## config.mk

```make
export PLATFORM = sky130hd
export DESIGN_NAME = mtc_tx_config
export DESIGN_NICKNAME = d
export VERILOG_FILES = /design/src/rtl/mtc_pkg.sv /design/src/rtl/mtc_tx_config.sv
export SDC_FILE = /design/constraint.sdc
export NUM_CORES = 1
export LEC_CHECK = 0
export BUFFER_PORTS_ARGS = -buffer_cell sky130_fd_sc_hd__buf_2
export CAP_MARGIN = 20
export CORE_MARGIN = 10
export CORE_UTILIZATION = 53
export DETAILED_ROUTE_END_ITERATION = 7
export HOLD_SLACK_MARGIN = 0.15
export PLACE_DENSITY = 0.79
export REMOVE_ABC_BUFFERS = 1
export SETUP_SLACK_MARGIN = 0.05
export SLEW_MARGIN = 20
export SYNTH_ARGS = -nofsm -noshare
export SYNTH_HDL_FRONTEND = slang
export SYNTH_SLANG_ARGS = --single-unit
```

## constraint.sdc

```tcl
create_clock -name ref_clk -period 4.5 [get_ports ref_clk]
set_input_delay 0.225 -clock ref_clk [delete_from_list [all_inputs] [get_ports ref_clk]]
set_output_delay 0.225 -clock ref_clk [all_outputs]
set_load 0.1 [all_outputs]
```

## src/rtl/mtc_pkg.sv

```systemverilog
package mtc_pkg;
    localparam int MTC_ADDR_W = 11;
    localparam int MTC_DATA_W = 32;
    localparam int MTC_GAP_W = 8;
    localparam logic [10:0] MTC_OFF_TXC = 11'h408;
    localparam logic [10:0] MTC_OFF_FCC = 11'h40C;
    // Transmitter configuration field positions.
    localparam int MTC_TXC_RST = 31;
    localparam int MTC_TXC_JUMBO = 30;
    localparam int MTC_TXC_FCS = 29;
    localparam int MTC_TXC_EN = 28;
    localparam int MTC_TXC_VLAN = 27;
    localparam int MTC_TXC_WAN = 26;
    localparam int MTC_TXC_IFG = 25;
    localparam int MTC_TXC_DIC = 24;
    localparam int MTC_TXC_PRE = 23;
    // Flow control field positions.
    localparam int MTC_FCC_TX = 30;
    localparam int MTC_FCC_RX = 29;
    // Reset values and the bits that are stored.
    localparam logic [31:0] MTC_TXC_DEF = 32'h1000_0000;
    localparam logic [31:0] MTC_FCC_DEF = 32'h6000_0000;
    localparam logic [31:0] MTC_TXC_MASK = 32'h7F80_0000;
    localparam logic [31:0] MTC_FCC_MASK = 32'h6000_0000;
    localparam logic [31:0] MTC_ZERO = 32'h0000_0000;
    localparam logic [7:0] MTC_GAP_ZERO = 8'h00;
endpackage

```

## src/rtl/mtc_tx_config.sv

```systemverilog
`timescale 1ns/1ps
module mtc_tx_config (
    // Clock and reset
    input wire logic ref_clk,
    input wire logic rst,
    // Management interface
    input wire logic [mtc_pkg::MTC_ADDR_W-1:0] mgmt_addr,
    input wire logic mgmt_wr,
    input wire logic mgmt_rd,
    input wire logic [mtc_pkg::MTC_DATA_W-1:0] mgmt_wdata,
    output logic [mtc_pkg::MTC_DATA_W-1:0] mgmt_rdata,
    output logic mgmt_rd_valid,
    // Transmit datapath status
    input wire logic tx_in_gap,
    input wire logic tx_frame_start,
    input wire logic [mtc_pkg::MTC_GAP_W-1:0] tx_ifg_delay,
    // Flow control events
    input wire logic pause_req,
    input wire logic rx_pause_rcvd,
    // Settings towards the datapath
    output logic tx_soft_reset,
    output logic tx_jumbo_en,
    output logic tx_fcs_inband,
    output logic tx_pad_fcs_gen,
    output logic tx_enable,
    output logic tx_vlan_en,
    output logic tx_wan_mode,
    output logic tx_ifg_adjust,
    output logic tx_dic_en,
    output logic tx_preamble_keep,
    output logic [mtc_pkg::MTC_GAP_W-1:0] tx_ifg_extra,
    // Flow control actions
    output logic pause_send,
    output logic tx_pause_hold,
    output logic rx_pause_forward
);
    import mtc_pkg::*;

    typedef struct packed {
        logic [31:0] txc_stage;
        logic [31:0] fcc_stage;
        logic [31:0] txc_live;
        logic [31:0] fcc_live;
        logic [31:0] rdata;
        logic rd_valid;
        logic soft_rst;
        logic [7:0] gap_extra;
        logic pause_send;
        logic hold;
        logic forward;
    } mtc_state_t;

    mtc_state_t state_reg;
    mtc_state_t state_next;

    function automatic logic mtc_hit(input logic [10:0] a,
                                     input logic [10:0] off);
        mtc_hit = (a == off);
    endfunction

    logic wr_txc;
    logic wr_fcc;
    logic soft_req;
    logic adj_live;
    logic [31:0] txc_wval;

    assign wr_txc = mgmt_wr && mtc_hit(mgmt_addr, MTC_OFF_TXC);
    assign wr_fcc = mgmt_wr && mtc_hit(mgmt_addr, MTC_OFF_FCC);
    assign soft_req = wr_txc && mgmt_wdata[MTC_TXC_RST];
    // WAN mode masks the gap adjust request.
    assign adj_live = state_reg.txc_live[MTC_TXC_IFG]
                      && !state_reg.txc_live[MTC_TXC_WAN];

    always_comb begin
        txc_wval = mgmt_wdata & MTC_TXC_MASK;
        // The deficit idle bit cannot be stored while gap adjust is set.
        if (txc_wval[MTC_TXC_IFG]) begin
            txc_wval[MTC_TXC_DIC] = 1'b0;
        end
    end

    always_comb begin
        state_next = state_reg;
        state_next.soft_rst = 1'b0;
        state_next.rd_valid = mgmt_rd;
        if (wr_fcc) begin
            state_next.fcc_stage = mgmt_wdata & MTC_FCC_MASK;
        end
        if (wr_txc) begin
            state_next.txc_stage = txc_wval;
        end
        // Written settings move to the live copy only between frames, so apart from
        // a soft reset a frame in flight never sees its framing rules change halfway.
        if (tx_in_gap) begin
            state_next.txc_live = state_next.txc_stage;
            state_next.fcc_live = state_next.fcc_stage;
        end
        // Soft reset bypasses the gap wait and restores the transmitter defaults.
        if (soft_req) begin
            state_next.txc_stage = MTC_TXC_DEF;
            state_next.txc_live = MTC_TXC_DEF;
            state_next.soft_rst = 1'b1;
        end
        if (mgmt_rd) begin
            if (mtc_hit(mgmt_addr, MTC_OFF_TXC)) begin
                state_next.rdata = state_reg.txc_stage;
            end else if (mtc_hit(mgmt_addr, MTC_OFF_FCC)) begin
                state_next.rdata = state_reg.fcc_stage;
            end else begin
                state_next.rdata = MTC_ZERO;
            end
        end
        if (tx_frame_start) begin
            state_next.gap_extra = adj_live ? tx_ifg_delay
                                            : MTC_GAP_ZERO;
        end
        if (!adj_live) begin
            state_next.gap_extra = MTC_GAP_ZERO;
        end
        state_next.pause_send = pause_req
                                && state_reg.fcc_live[MTC_FCC_TX];
        state_next.hold = rx_pause_rcvd
                          && state_reg.fcc_live[MTC_FCC_RX];
        state_next.forward = rx_pause_rcvd
                             && !state_reg.fcc_live[MTC_FCC_RX];
    end

    always_ff @(posedge ref_clk or posedge rst) begin
        if (rst) begin
            state_reg <= '{txc_stage: MTC_TXC_DEF, fcc_stage: MTC_FCC_DEF,
                           txc_live: MTC_TXC_DEF, fcc_live: MTC_FCC_DEF,
                           rdata: MTC_ZERO, rd_valid: 1'b0,
                           soft_rst: 1'b0, gap_extra: MTC_GAP_ZERO,
                           pause_send: 1'b0, hold: 1'b0, forward: 1'b0};
        end else begin
            state_reg <= state_next;
        end
    end

    assign mgmt_rdata = state_reg.rdata;
    assign mgmt_rd_valid = state_reg.rd_valid;
    assign tx_soft_reset = state_reg.soft_rst;
    assign tx_jumbo_en = state_reg.txc_live[MTC_TXC_JUMBO];
    assign tx_fcs_inband = state_reg.txc_live[MTC_TXC_FCS];
    assign tx_pad_fcs_gen = !state_reg.txc_live[MTC_TXC_FCS];
    assign tx_enable = state_reg.txc_live[MTC_TXC_EN];
    assign tx_vlan_en = state_reg.txc_live[MTC_TXC_VLAN];
    assign tx_wan_mode = state_reg.txc_live[MTC_TXC_WAN];
    assign tx_ifg_adjust = adj_live;
    assign tx_dic_en = state_reg.txc_live[MTC_TXC_DIC];
    assign tx_preamble_keep = state_reg.txc_live[MTC_TXC_PRE];
    assign tx_ifg_extra = state_reg.gap_extra;
    assign pause_send = state_reg.pause_send;
    assign tx_pause_hold = state_reg.hold;
    assign rx_pause_forward = state_reg.forward;

    a_soft_reset_defaults: assert property (
        @(posedge ref_clk) disable iff (rst)
        soft_req |=> tx_soft_reset && tx_enable && !tx_jumbo_en
                     && state_reg.txc_stage == MTC_TXC_DEF)
        else $error("Soft reset did not restore defaults.");

    a_reset_bit_clears: assert property (
        @(posedge ref_clk) disable iff (rst)
        !state_reg.txc_stage[MTC_TXC_RST]
        && !state_reg.txc_live[MTC_TXC_RST])
        else $error("Transmitter reset bit stayed set.");

    a_fcs_pad_exclusive: assert property (
        @(posedge ref_clk) disable iff (rst)
        tx_pad_fcs_gen != tx_fcs_inband)
        else $error("Pad and inband FCS both set or both clear.");

    a_live_in_gap: assert property (
        @(posedge ref_clk) disable iff (rst)
        !tx_in_gap && !soft_req |=> $stable(state_reg.txc_live)
                                    && $stable(state_reg.fcc_live))
        else $error("Setting changed outside an interframe gap.");

    a_gap_apply: assert property (
        @(posedge ref_clk) disable iff (rst)
        wr_txc && !soft_req && tx_in_gap
        |=> state_reg.txc_live == $past(txc_wval))
        else $error("Write in gap did not take effect.");

    a_wan_masks_adj: assert property (
        @(posedge ref_clk) disable iff (rst)
        tx_wan_mode |-> !tx_ifg_adjust)
        else $error("Gap adjust active in WAN mode.");

    a_dic_forced_off: assert property (
        @(posedge ref_clk) disable iff (rst)
        !(state_reg.txc_stage[MTC_TXC_IFG]
          && state_reg.txc_stage[MTC_TXC_DIC]))
        else $error("Deficit idle bit stored with gap adjust.");

    a_gap_sample: assert property (
        @(posedge ref_clk) disable iff (rst)
        tx_frame_start && adj_live ##1 adj_live
        |-> tx_ifg_extra == $past(tx_ifg_delay))
        else $error("Gap stretch value not sampled at frame start.");

    a_gap_minimum: assert property (
        @(posedge ref_clk) disable iff (rst)
        !adj_live |=> tx_ifg_extra == MTC_GAP_ZERO)
        else $error("Gap stretched while adjust is off.");

    a_pause_send: assert property (
        @(posedge ref_clk) disable iff (rst)
        pause_req |=> pause_send == $past(state_reg.fcc_live[MTC_FCC_TX]))
        else $error("Pause trigger not handled per enable.");

    a_pause_route: assert property (
        @(posedge ref_clk) disable iff (rst)
        rx_pause_rcvd |=> (tx_pause_hold ^ rx_pause_forward)
                          && tx_pause_hold
                             == $past(state_reg.fcc_live[MTC_FCC_RX]))
        else $error("Received pause frame misrouted.");

    a_reserved_zero: assert property (
        @(posedge ref_clk) disable iff (rst)
        mgmt_rd_valid |-> (mgmt_rdata & ~(MTC_TXC_MASK | MTC_FCC_MASK))
                          == MTC_ZERO)
        else $error("Reserved bits read nonzero.");

    // Reads return the staged word, so software sees its own write at once
    // even while the live copy still waits for a gap.
    a_read_txc_word: assert property (
        @(posedge ref_clk) disable iff (rst)
        mgmt_rd && mtc_hit(mgmt_addr, MTC_OFF_TXC)
        |=> mgmt_rd_valid && mgmt_rdata == $past(state_reg.txc_stage))
        else $error("Transmit word read returned wrong data.");

    a_read_fcc_word: assert property (
        @(posedge ref_clk) disable iff (rst)
        mgmt_rd && mtc_hit(mgmt_addr, MTC_OFF_FCC)
        |=> mgmt_rd_valid && mgmt_rdata == $past(state_reg.fcc_stage))
        else $error("Flow control word read returned wrong data.");

    a_read_unmapped: assert property (
        @(posedge ref_clk) disable iff (rst)
        mgmt_rd && !mtc_hit(mgmt_addr, MTC_OFF_TXC)
        && !mtc_hit(mgmt_addr, MTC_OFF_FCC)
        |=> mgmt_rd_valid && mgmt_rdata == MTC_ZERO)
        else $error("Unmapped read returned nonzero data.");

    a_rd_valid_pulse: assert property (
        @(posedge ref_clk) disable iff (rst)
        !mgmt_rd |=> !mgmt_rd_valid)
        else $error("Read valid raised without a read.");

    a_txc_write_stage: assert property (
        @(posedge ref_clk) disable iff (rst)
        wr_txc && !soft_req
        |=> state_reg.txc_stage[MTC_TXC_JUMBO:MTC_TXC_IFG]
            == $past(mgmt_wdata[MTC_TXC_JUMBO:MTC_TXC_IFG])
            && state_reg.txc_stage[MTC_TXC_PRE]
            == $past(mgmt_wdata[MTC_TXC_PRE]))
        else $error("Transmit word write not staged.");

    a_fcc_write_stage: assert property (
        @(posedge ref_clk) disable iff (rst)
        wr_fcc |=> state_reg.fcc_stage == ($past(mgmt_wdata) & MTC_FCC_MASK))
        else $error("Flow control write not staged.");

    // The soft reset belongs to the transmitter only; flow control survives.
    a_soft_keeps_flow: assert property (
        @(posedge ref_clk) disable iff (rst)
        soft_req |=> $stable(state_reg.fcc_stage))
        else $error("Soft reset disturbed the flow control word.");

    a_soft_self_clear: assert property (
        @(posedge ref_clk) disable iff (rst)
        !soft_req |=> !tx_soft_reset)
        else $error("Soft reset pulse without a request.");

    a_dic_live_off: assert property (
        @(posedge ref_clk) disable iff (rst)
        !(state_reg.txc_live[MTC_TXC_IFG] && tx_dic_en))
        else $error("Deficit idle active with gap adjust.");

    a_send_needs_req: assert property (
        @(posedge ref_clk) disable iff (rst)
        pause_send |-> $past(pause_req))
        else $error("Pause frame sent without a trigger.");

    a_hold_needs_rx: assert property (
        @(posedge ref_clk) disable iff (rst)
        tx_pause_hold |-> $past(rx_pause_rcvd)
                          && $past(state_reg.fcc_live[MTC_FCC_RX]))
        else $error("Transmit held without an accepted pause.");

    a_forward_needs_rx: assert property (
        @(posedge ref_clk) disable iff (rst)
        rx_pause_forward |-> $past(rx_pause_rcvd)
                             && !$past(state_reg.fcc_live[MTC_FCC_RX]))
        else $error("Pause forwarded while receive control enabled.");

    // Between frame starts the stretch value must stand still, or the
    // datapath would see a gap length that no client ever asked for.
    a_extra_holds: assert property (
        @(posedge ref_clk) disable iff (rst)
        !tx_frame_start && adj_live |=> $stable(tx_ifg_extra))
        else $error("Gap stretch value changed without a frame start.");
endmodule

```

## Word-level counts from Yosys, hierarchy flattened

Index checks and enable logic that the tools add are counted.

- Add/subtract/negate cells: 0
- Multipliers: 0
- Divide/modulo/power cells: 0
- $lt $le $gt $ge: 0
- Equality and inequality tests: 3
- Shift operators: 0
- Muxes and demuxes: 11
- Bitwise logic cells: 0
- Reductions and logical operators: 11

Operators by type and width:

| cell | number |
|---|---|
| $mux W32 | 5 |
| $mux W63 | 1 |
| $mux W31 | 1 |
| $eq A11 B11 Y1 const B | 2 |
| $mux W8 | 2 |
| $logic_and A1 B1 Y1 | 7 |
| $logic_not A1 Y1 | 3 |
| $mux W1 | 2 |
| $ne A2 B2 Y1 const B | 1 |
| $reduce_bool A2 Y1 | 1 |

- Register bits: 172
- Bits in latches: 0
- Memory bits (writable): 0
- Bits in read-only memories: 0
- Input bits: 59
- Output and inout bits: 54
- Logic and storage cells: 36
- Memories kept: 0

## Depth between registers and ports, before layout

Gate-level depths: netlist (run 1).

- Depth in word-level cells: 5
- Gate-level depth with buffers: 7
- Gate-level depth less buffers: 4

## Worst setup path before layout (run 1)

Ideal clock, no wire load.

- Kind: input -> register
- From: input mgmt_addr[7] in the netlist's numbering
- To: register state_reg (netlist bit tx_enable)
- Setup time: 82 ps
- Data arrival time: 2008 ps
- Required time: 4418 ps
- Setup slack: 2411 ps
- Stages: 5
- Buffers on the path: 1
- Cells stage by stage: or4_4 > or4_4 > buf_6 > mux2_4 > a211o_1

- Longest elaborated chain between the ends: 5
- Elaborated cells on any way between the ends: 7
- Those cells by class: eq/ne: 1; mux: 3; reduce/logical: 3

RTL lines:

| what | RTL line | RTL |
|---|---|---|
| from (decl) | mtc_tx_config.sv:7 | `input wire logic [mtc_pkg::MTC_ADDR_W-1:0] mgmt_addr,` |
| $eq A11 B11 Y1 * | mtc_tx_config.sv:58 | `mtc_hit = (a == off);` |
| $logic_and A1 B1 Y1 * | mtc_tx_config.sv:67 | `assign wr_txc = mgmt_wr && mtc_hit(mgmt_addr, MTC_OFF_TXC);` |
| $mux W32 | mtc_tx_config.sv:89 | `if (wr_txc) begin` |
| $mux W63 | mtc_tx_config.sv:94 | `if (tx_in_gap) begin` |
| $mux W31 | mtc_tx_config.sv:99 | `if (soft_req) begin` |
| to (signal assigned) | mtc_tx_config.sv:130 | `state_reg <= '{txc_stage: MTC_TXC_DEF, fcc_stage: MTC_FCC_DEF,` |
| to (signal assigned) | mtc_tx_config.sv:136 | `state_reg <= state_next;` |
| to (decl) | mtc_tx_config.sv:53 | `mtc_state_t state_reg;` |

Mark *: on every way between the ends. The rest lies on a longest branch, timed or not. The select of a mux whose other input is x is not followed.
A chain may end at the register's enable or synchronous reset.

==> metrics.txt, run 1 <==
outcome finished clean; share of final-layout standard cells stronger than drive strength 1 29.2%; number of flip-flops in the largest register 66; total global routing overflow 0; crit path launch type primary input; starting utilization of the core area 55.2%; area of the core 0.00881 mm2; first-pass GRT wire length 17800 um; sum of internal, switching and leakage power 2.66 mW; RSZ-0062 raised after global routing no; CP required 4920 ps; final setup violation count 0; post_cts resized 0; via count of the routed design 3141; synthesized area per cell 12.6 um2; Cell Area, Synth 0.00486 mm2; die span in x 116 um; final setup skew 5.23 ps; count of H-tree levels built during CTS 4; I/O pins 113; buffer depth of the longest clock path 2; port bufs 89; post-synthesis cell type count 25; number of placed instances with taps included 525; final hold violation count 0; Layout area overhead 25.6%; later-pin clock latency in the skew report 510 ps; data arrival time of the critical path 2570 ps; die outline area 0.0134 mm2; reported leakage power 3.18 nW; number of violations reported at the end of detailed-routing iteration 0 203; worst-case vdd ir drop 0.249 mV; number of antenna violations at the first check in global routing 0; synthesis warning total 0; min Tclk post-route 2140 ps; Num CTS Buffers 17; master cell of the clock root buffer sky130_fd_sc_hd__clkbuf_8; Worst Max-Slew Pin Slew 681 ps; Final HPWL DP 6590 um; Post-Synthesis Cells 387; category of the critical setup timing path in -> reg; Yosys top cell area share 57.7%; worst hold path type in -> reg; accumulated negative setup slack 0 ps; CTS tree done; endpoint type of the worst setup path flop; largest cells by area after synthesis sky130_fd_sc_hd__dfrtp_1 (58%), sky130_fd_sc_hd__mux2i_1 (9.5%), sky130_fd_sc_hd__buf_4 (6.2%), sky130_fd_sc_hd__o2bb2ai_1 (5.8%), sky130_fd_sc_hd__nor2b_1 (4.1%); post-DR wirelength/cell 18.2 um; final cell count without fillers 596; FP Rows 34; router iterations before antenna repair 4; overall die height 116 um; remaining routing DRC violations 0; period utilization 47.6%; clk sink count 118; biggest fanout along the worst timing path 47; Seq/Total Area, Yosys 60.9%; Total GRT Usage 17.0%; number of global-route vias before repair 3441; clock transition at the registers of the reported paths 60 ps; vias per cell 5.27; NumNets Final 532; largest net degree at the start of global routing 83; Slew headroom 54.5%; antenna-violating nets left 0; max-slew violation count 0; power density over the cells 436 mW/mm2; Routability Congestion 0.734; WL final 10900 um; highest attainable clock frequency 467 MHz; MaxCap Viol Count 0; library cell with the largest summed area after synthesis sky130_fd_sc_hd__dfrtp_1; flip-flop and latch count after synthesis 118
==> stage by stage <==
stage	util [%]	setup slack, ps	hold WS (ps)	instance area (um2)
after CTS	68.9	2350	169	6070
after global routing	69.3	2210	191	6100
after global placement	57.8	2060	382	5090
after detailed placement	57.8	2040	379	5090
after floorplan	-	1160	256	4470
final	69.3	2360	175	6100
==> worst paths after layout <==
kind,startpoint,depth (start not counted),slack [ps],to
worst min register to register,state_reg[169],2,480,state_reg[169]
worst max-delay path,mgmt_addr[7],6,2360,state_reg[169]
worst min-delay path,tx_frame_start,3,170,tx_ifg_extra[7]
max in group asynchronous,rst,5,3130,state_reg[138]
worst max register to register,tx_ifg_extra[4],3,3240,tx_ifg_extra[4]
min in group asynchronous,rst,3,240,tx_ifg_extra[7]
==> final cells by class <==
| type | count | area, um2 |
|---|---|---|
| tap | 108 | 135 |
| multi-input combinational | 200 | 1490 |
| clock inverter | 12 | 175 |
| clock buffer | 20 | 445 |
| fill | 596 | 2700 |
| sequential | 118 | 2960 |
| antenna | 2 | 5.00 |
| timing repair buffer | 130 | 863 |
| inverter | 6 | 25.0 |
==> per-layer routing <==
metal	share of wire (%)	track usage, %	vias to the layer above
met2	51	28.1	85
met4	1.6	8.17	0
met5	0	0	-
met1	42	20.5	1581
li1	-	-	1459
met3	4.7	4.44	16
==> where the power goes <==
part,switching (mW),internal [mW]
clock network,0.463,0.927
logic,0.133,0.0588
registers,0.00474,1.07
==> worst max-delay path: stages <==
cell and delay, ps:
sky130_fd_sc_hd__buf_2 100, sky130_fd_sc_hd__or4_4 570, sky130_fd_sc_hd__or4_4 790, sky130_fd_sc_hd__nor3_1 230, sky130_fd_sc_hd__dlygate4sd3_1 590, sky130_fd_sc_hd__a21oi_1 40
==> synth_stat cells <==
master	number
sky130_fd_sc_hd__nor2b_1	32
sky130_fd_sc_hd__nor3_1	1
sky130_fd_sc_hd__dfrtp_1	112
sky130_fd_sc_hd__clkbuf_1	19
sky130_fd_sc_hd__buf_1	3
sky130_fd_sc_hd__a21oi_1	1
sky130_fd_sc_hd__and3_1	1
sky130_fd_sc_hd__inv_1	6
sky130_fd_sc_hd__o2bb2ai_1	32
sky130_fd_sc_hd__nor2_1	19
sky130_fd_sc_hd__o41ai_1	1
sky130_fd_sc_hd__mux2_4	1
sky130_fd_sc_hd__mux2i_1	46
sky130_fd_sc_hd__nand2b_1	8
sky130_fd_sc_hd__nor4_2	1
sky130_fd_sc_hd__o21ai_0	6
sky130_fd_sc_hd__a211oi_1	7
sky130_fd_sc_hd__or4_4	3
sky130_fd_sc_hd__and2_1	25
sky130_fd_sc_hd__a211o_1	1
sky130_fd_sc_hd__dfstp_2	6
sky130_fd_sc_hd__buf_6	1
sky130_fd_sc_hd__nand2_1	11
sky130_fd_sc_hd__buf_4	40
sky130_fd_sc_hd__mux2_2	4
==> placed cells by master, fill, tap and decap left out, types with 2 or more instances in the layout <==
cell                            Yosys  routed
sky130_fd_sc_hd__dfrtp_1          112     112
sky130_fd_sc_hd__buf_2              0      89
sky130_fd_sc_hd__mux2i_1           46      46
sky130_fd_sc_hd__dlygate4sd3_1      0      36
sky130_fd_sc_hd__o2bb2ai_1         32      32
sky130_fd_sc_hd__nor2b_1           32      32
sky130_fd_sc_hd__and2_1            25      25
sky130_fd_sc_hd__nor2_1            19      19
sky130_fd_sc_hd__clkbuf_16          0      16
sky130_fd_sc_hd__nand2_1           11      10
sky130_fd_sc_hd__nand2b_1           8       8
sky130_fd_sc_hd__a211oi_1           7       7
sky130_fd_sc_hd__o21ai_0            6       6
sky130_fd_sc_hd__dfstp_2            6       6
sky130_fd_sc_hd__inv_1              6       5
sky130_fd_sc_hd__mux2_2             4       4
sky130_fd_sc_hd__bufinv_16          0       4
sky130_fd_sc_hd__buf_4             40       4
sky130_fd_sc_hd__or4_4              3       3
sky130_fd_sc_hd__clkbuf_8           0       3
sky130_fd_sc_hd__clkinv_2           0       3
sky130_fd_sc_hd__clkinvlp_4         0       3
sky130_fd_sc_hd__diode_2            0       2
==> cell families (layout without fill, tap and decap cells) <==
family          Yosys count  in the layout  synth area share [%]
flops                   118            118                  60.9
buf+inv                  69            168                  8.57
simple gates            101            101                  11.9
mux                      51             51                  10.7
other cells               0              2                     0
compound gates           48             48                  7.93
==> repair_timing <==
item	4_1_cts	5_1_grt
hold buffers	36	0
endpoints found under the hold margin	113	0
endpoints found under the setup margin	0	0
setup buffers	0	0
No activity file was read; power rests on OpenSTA's default activity.
==> run 2: changes to the inputs <==
--- a/config.mk
+++ b/config.mk
@@ -5,10 +5,11 @@
 export SDC_FILE = /design/constraint.sdc
 export NUM_CORES = 1
 export LEC_CHECK = 0
+export ABC_AREA = 1
 export BUFFER_PORTS_ARGS = -buffer_cell sky130_fd_sc_hd__buf_2
 export CAP_MARGIN = 20
 export CORE_MARGIN = 10
-export CORE_UTILIZATION = 53
+export CORE_UTILIZATION = 54
 export DETAILED_ROUTE_END_ITERATION = 7
 export HOLD_SLACK_MARGIN = 0.15
 export PLACE_DENSITY = 0.79
==> constraint.sdc (replaced) <==
create_clock -name ref_clk -period 2.05 [get_ports ref_clk]
set_input_delay 0.1025 -clock ref_clk [delete_from_list [all_inputs] [get_ports ref_clk]]
set_output_delay 0.1025 -clock ref_clk [all_outputs]
set_load 0.1 [all_outputs]
==> metrics.txt, run 2 <==
Inserted Diodes 0; Yosys top cell area share 53.4%; FP Rows 35; post-DR wirelength/cell 15.1 um; worst stage delay on the critical path 580 ps; flip-flop and latch count after synthesis 118; clk sink count 118; number of placed instances with taps included 779; buffer depth of the longest clock path 2; Final HPWL DP 7340 um; commonest non-fill, non-tap cell in the layout sky130_fd_sc_hd__nand2_1; period utilization 95.2%; via count of the routed design 4268; reported leakage power 4.04 nW; CTS tree done; remaining routing DRC violations 0; cell with the biggest individual delay on the critical path sky130_fd_sc_hd__dlygate4sd3_1; die span in x 119 um; biggest fanout along the worst timing path 6; Slew headroom 66.7%; crit path launch type primary input; later-pin clock latency in the skew report 510 ps; final instance area 0.00656 mm2; library cell with the largest summed area after synthesis sky130_fd_sc_hd__dfrtp_1; count of H-tree levels built during CTS 4; synthesis warning total 0; I/O pins 113; router iterations before antenna repair 5; series of cell instances along the critical path dlygate4sd3_1 -> buf_2 -> inv_1 -> nand2_1 -> nand4_1 -> dlygate4sd3_1 -> nand3_1 -> nand2_1 -> dlygate4sd3_1; largest cells by area after synthesis sky130_fd_sc_hd__dfrtp_1 (53%), sky130_fd_sc_hd__nand2_1 (15%), sky130_fd_sc_hd__nand3_1 (7.8%), sky130_fd_sc_hd__buf_4 (6.3%), sky130_fd_sc_hd__inv_1 (5.9%); max-slew violation count 0; synthesized area per cell 8.49 um2; MaxCap Viol Count 0; number of violations reported at the end of detailed-routing iteration 0 299; highest attainable clock frequency 513 MHz; data arrival time of the critical path 2340 ps; setup ws final 99.0 ps; top cells by instance count after synthesis sky130_fd_sc_hd__nand2_1 (216), sky130_fd_sc_hd__dfrtp_1 (112), sky130_fd_sc_hd__inv_1 (83), sky130_fd_sc_hd__nand3_1 (82), sky130_fd_sc_hd__buf_4 (44); share of final-layout standard cells stronger than drive strength 1 20.6%; power density over the cells 907 mW/mm2; clock transition at the registers of the reported paths 60 ps; leading cell type by number of instances after synthesis sky130_fd_sc_hd__nand2_1; vias per cell 5.01; die outline area 0.0141 mm2; Worst Max-Slew Pin Slew 504 ps; final cell count without fillers 852; number of global-route vias before repair 4557; instance area at placement 0.00552 mm2; CP required 2440 ps; Routability Congestion 0.849; final setup violation count 0; Placement Setup Slack 569 ps; Num CTS Buffers 17; Layout area overhead 24.9%; worst hold path type in -> async; Seq/Total Area, Yosys 56.4%; post-synthesis cell type count 23; area of the core 0.00937 mm2; sum of internal, switching and leakage power 5.95 mW; most repeated library cell on the critical path sky130_fd_sc_hd__dlygate4sd3_1; number of enable-type register cells in the synthesized netlist 0; master cell of the clock root buffer sky130_fd_sc_hd__clkbuf_8; min Tclk post-route 1950 ps; starting utilization of the core area 56.0%; endpoint type of the worst setup path flop; number of flip-flops in the largest register 66; accumulated negative setup slack 0 ps; filler cell count 716; largest net degree at the start of global routing 64; first-pass GRT wire length 21900 um; worst-case vdd ir drop 0.675 mV; top flip-flop cell by instance count after synthesis sky130_fd_sc_hd__dfrtp_1; NumNets Final 769; Synth async-reset ratio 100%; number of antenna violations at the first check in global routing 0; final setup skew 6.01 ps; overall die height 119 um; Post-Synthesis Cells 619; Cell Area, Synth 0.00525 mm2; category of the critical setup timing path in -> reg; port bufs 89; RSZ-0062 raised after global routing no; antenna-violating nets left 0; cell depth of the worst flop-to-flop path 5; commonest non-fill, non-tap cells in the layout sky130_fd_sc_hd__nand2_1 (216), sky130_fd_sc_hd__dfrtp_1 (112), sky130_fd_sc_hd__buf_2 (89); WL final 12900 um; Total GRT Usage 18.7%; total global routing overflow 0; final hold violation count 0; flop-to-flop setup slack 510 ps; outcome finished clean
-- run 2: report_power, final --
group	leakage [nW]	total (mW)	internal, mW	switching [mW]
Sequential	1.57	2.37	2.36	0.0152
Clock	0.304	3.12	2.09	1.04
Combinational	2.17	0.453	0.119	0.334
Total	4.04	5.95	4.56	1.39
-- run 2: logic make-up (layout without fill, tap and decap cells) --
family                 after synthesis  after routing  synth area share (%)
buffers and inverters              154            258                  14.6
flip-flops                         118            118                  56.4
AND/OR/NAND/NOR                    330            330                  27.4
AO/OA/AOI/OAI                       17             17                  1.62
-- run 2: per-stage QoR --
| stage | utilization, % | hold WS [ps] |
|---|---|---|
| final | 70.0 | 164 |
| after floorplan | - | 134 |
| after global placement | 58.9 | 147 |
| after CTS | 70.1 | 156 |
| after global routing | 70.0 | 199 |
| after detailed placement | 58.9 | 163 |
-- run 2: metal layers --
layer | track usage [%] | wire [um] | up-vias
li1 | - | - | 2038
met3 | 8.42 | 1110 | 25
met4 | 6.41 | 227 | 0
met1 | 20.8 | 5150 | 2057
met2 | 31.1 | 6410 | 148
met5 | 0 | 0 | -
-- run 2: repair_timing --
item | in CTS | in global routing
resized for setup | 0 | 1
buffers inserted | 0 | 0
hold endpoints to repair | 173 | 0
endpoints found under the setup margin | 0 | 1
hold buffers | 42 | 0
-- run 2: worst paths after layout --
kind                           startpoint              end
max                        mgmt_wdata[31]      tx_wan_mode
min                                   rst   mgmt_rdata[18]
max reg2reg                   tx_wan_mode  tx_ifg_extra[0]
min reg2reg                state_reg[154]   state_reg[154]
max in group asynchronous             rst        tx_enable
min in group ref_clk         mgmt_addr[1]    tx_soft_reset
-- run 2: cell type report --
| type | instances | area, um2 | share of cell area (%) |
|---|---|---|---|
| multi-input cells | 347 | 1530 | 23.3 |
| inverters | 85 | 322 | 4.90 |
| flip-flops and latches | 118 | 2960 | 45.1 |
| well taps | 129 | 161 | 2.46 |
| repair buffers | 141 | 963 | 14.7 |
| clock buffers | 18 | 418 | 6.37 |
| clock inverters | 14 | 208 | 3.17 |
-- run 2: worst max-delay path: cells and delay by family --
| kind | cells | cell delay (ps) |
|---|---|---|
| buf+inv | 5 | 1940 |
| simple gates | 4 | 300 |
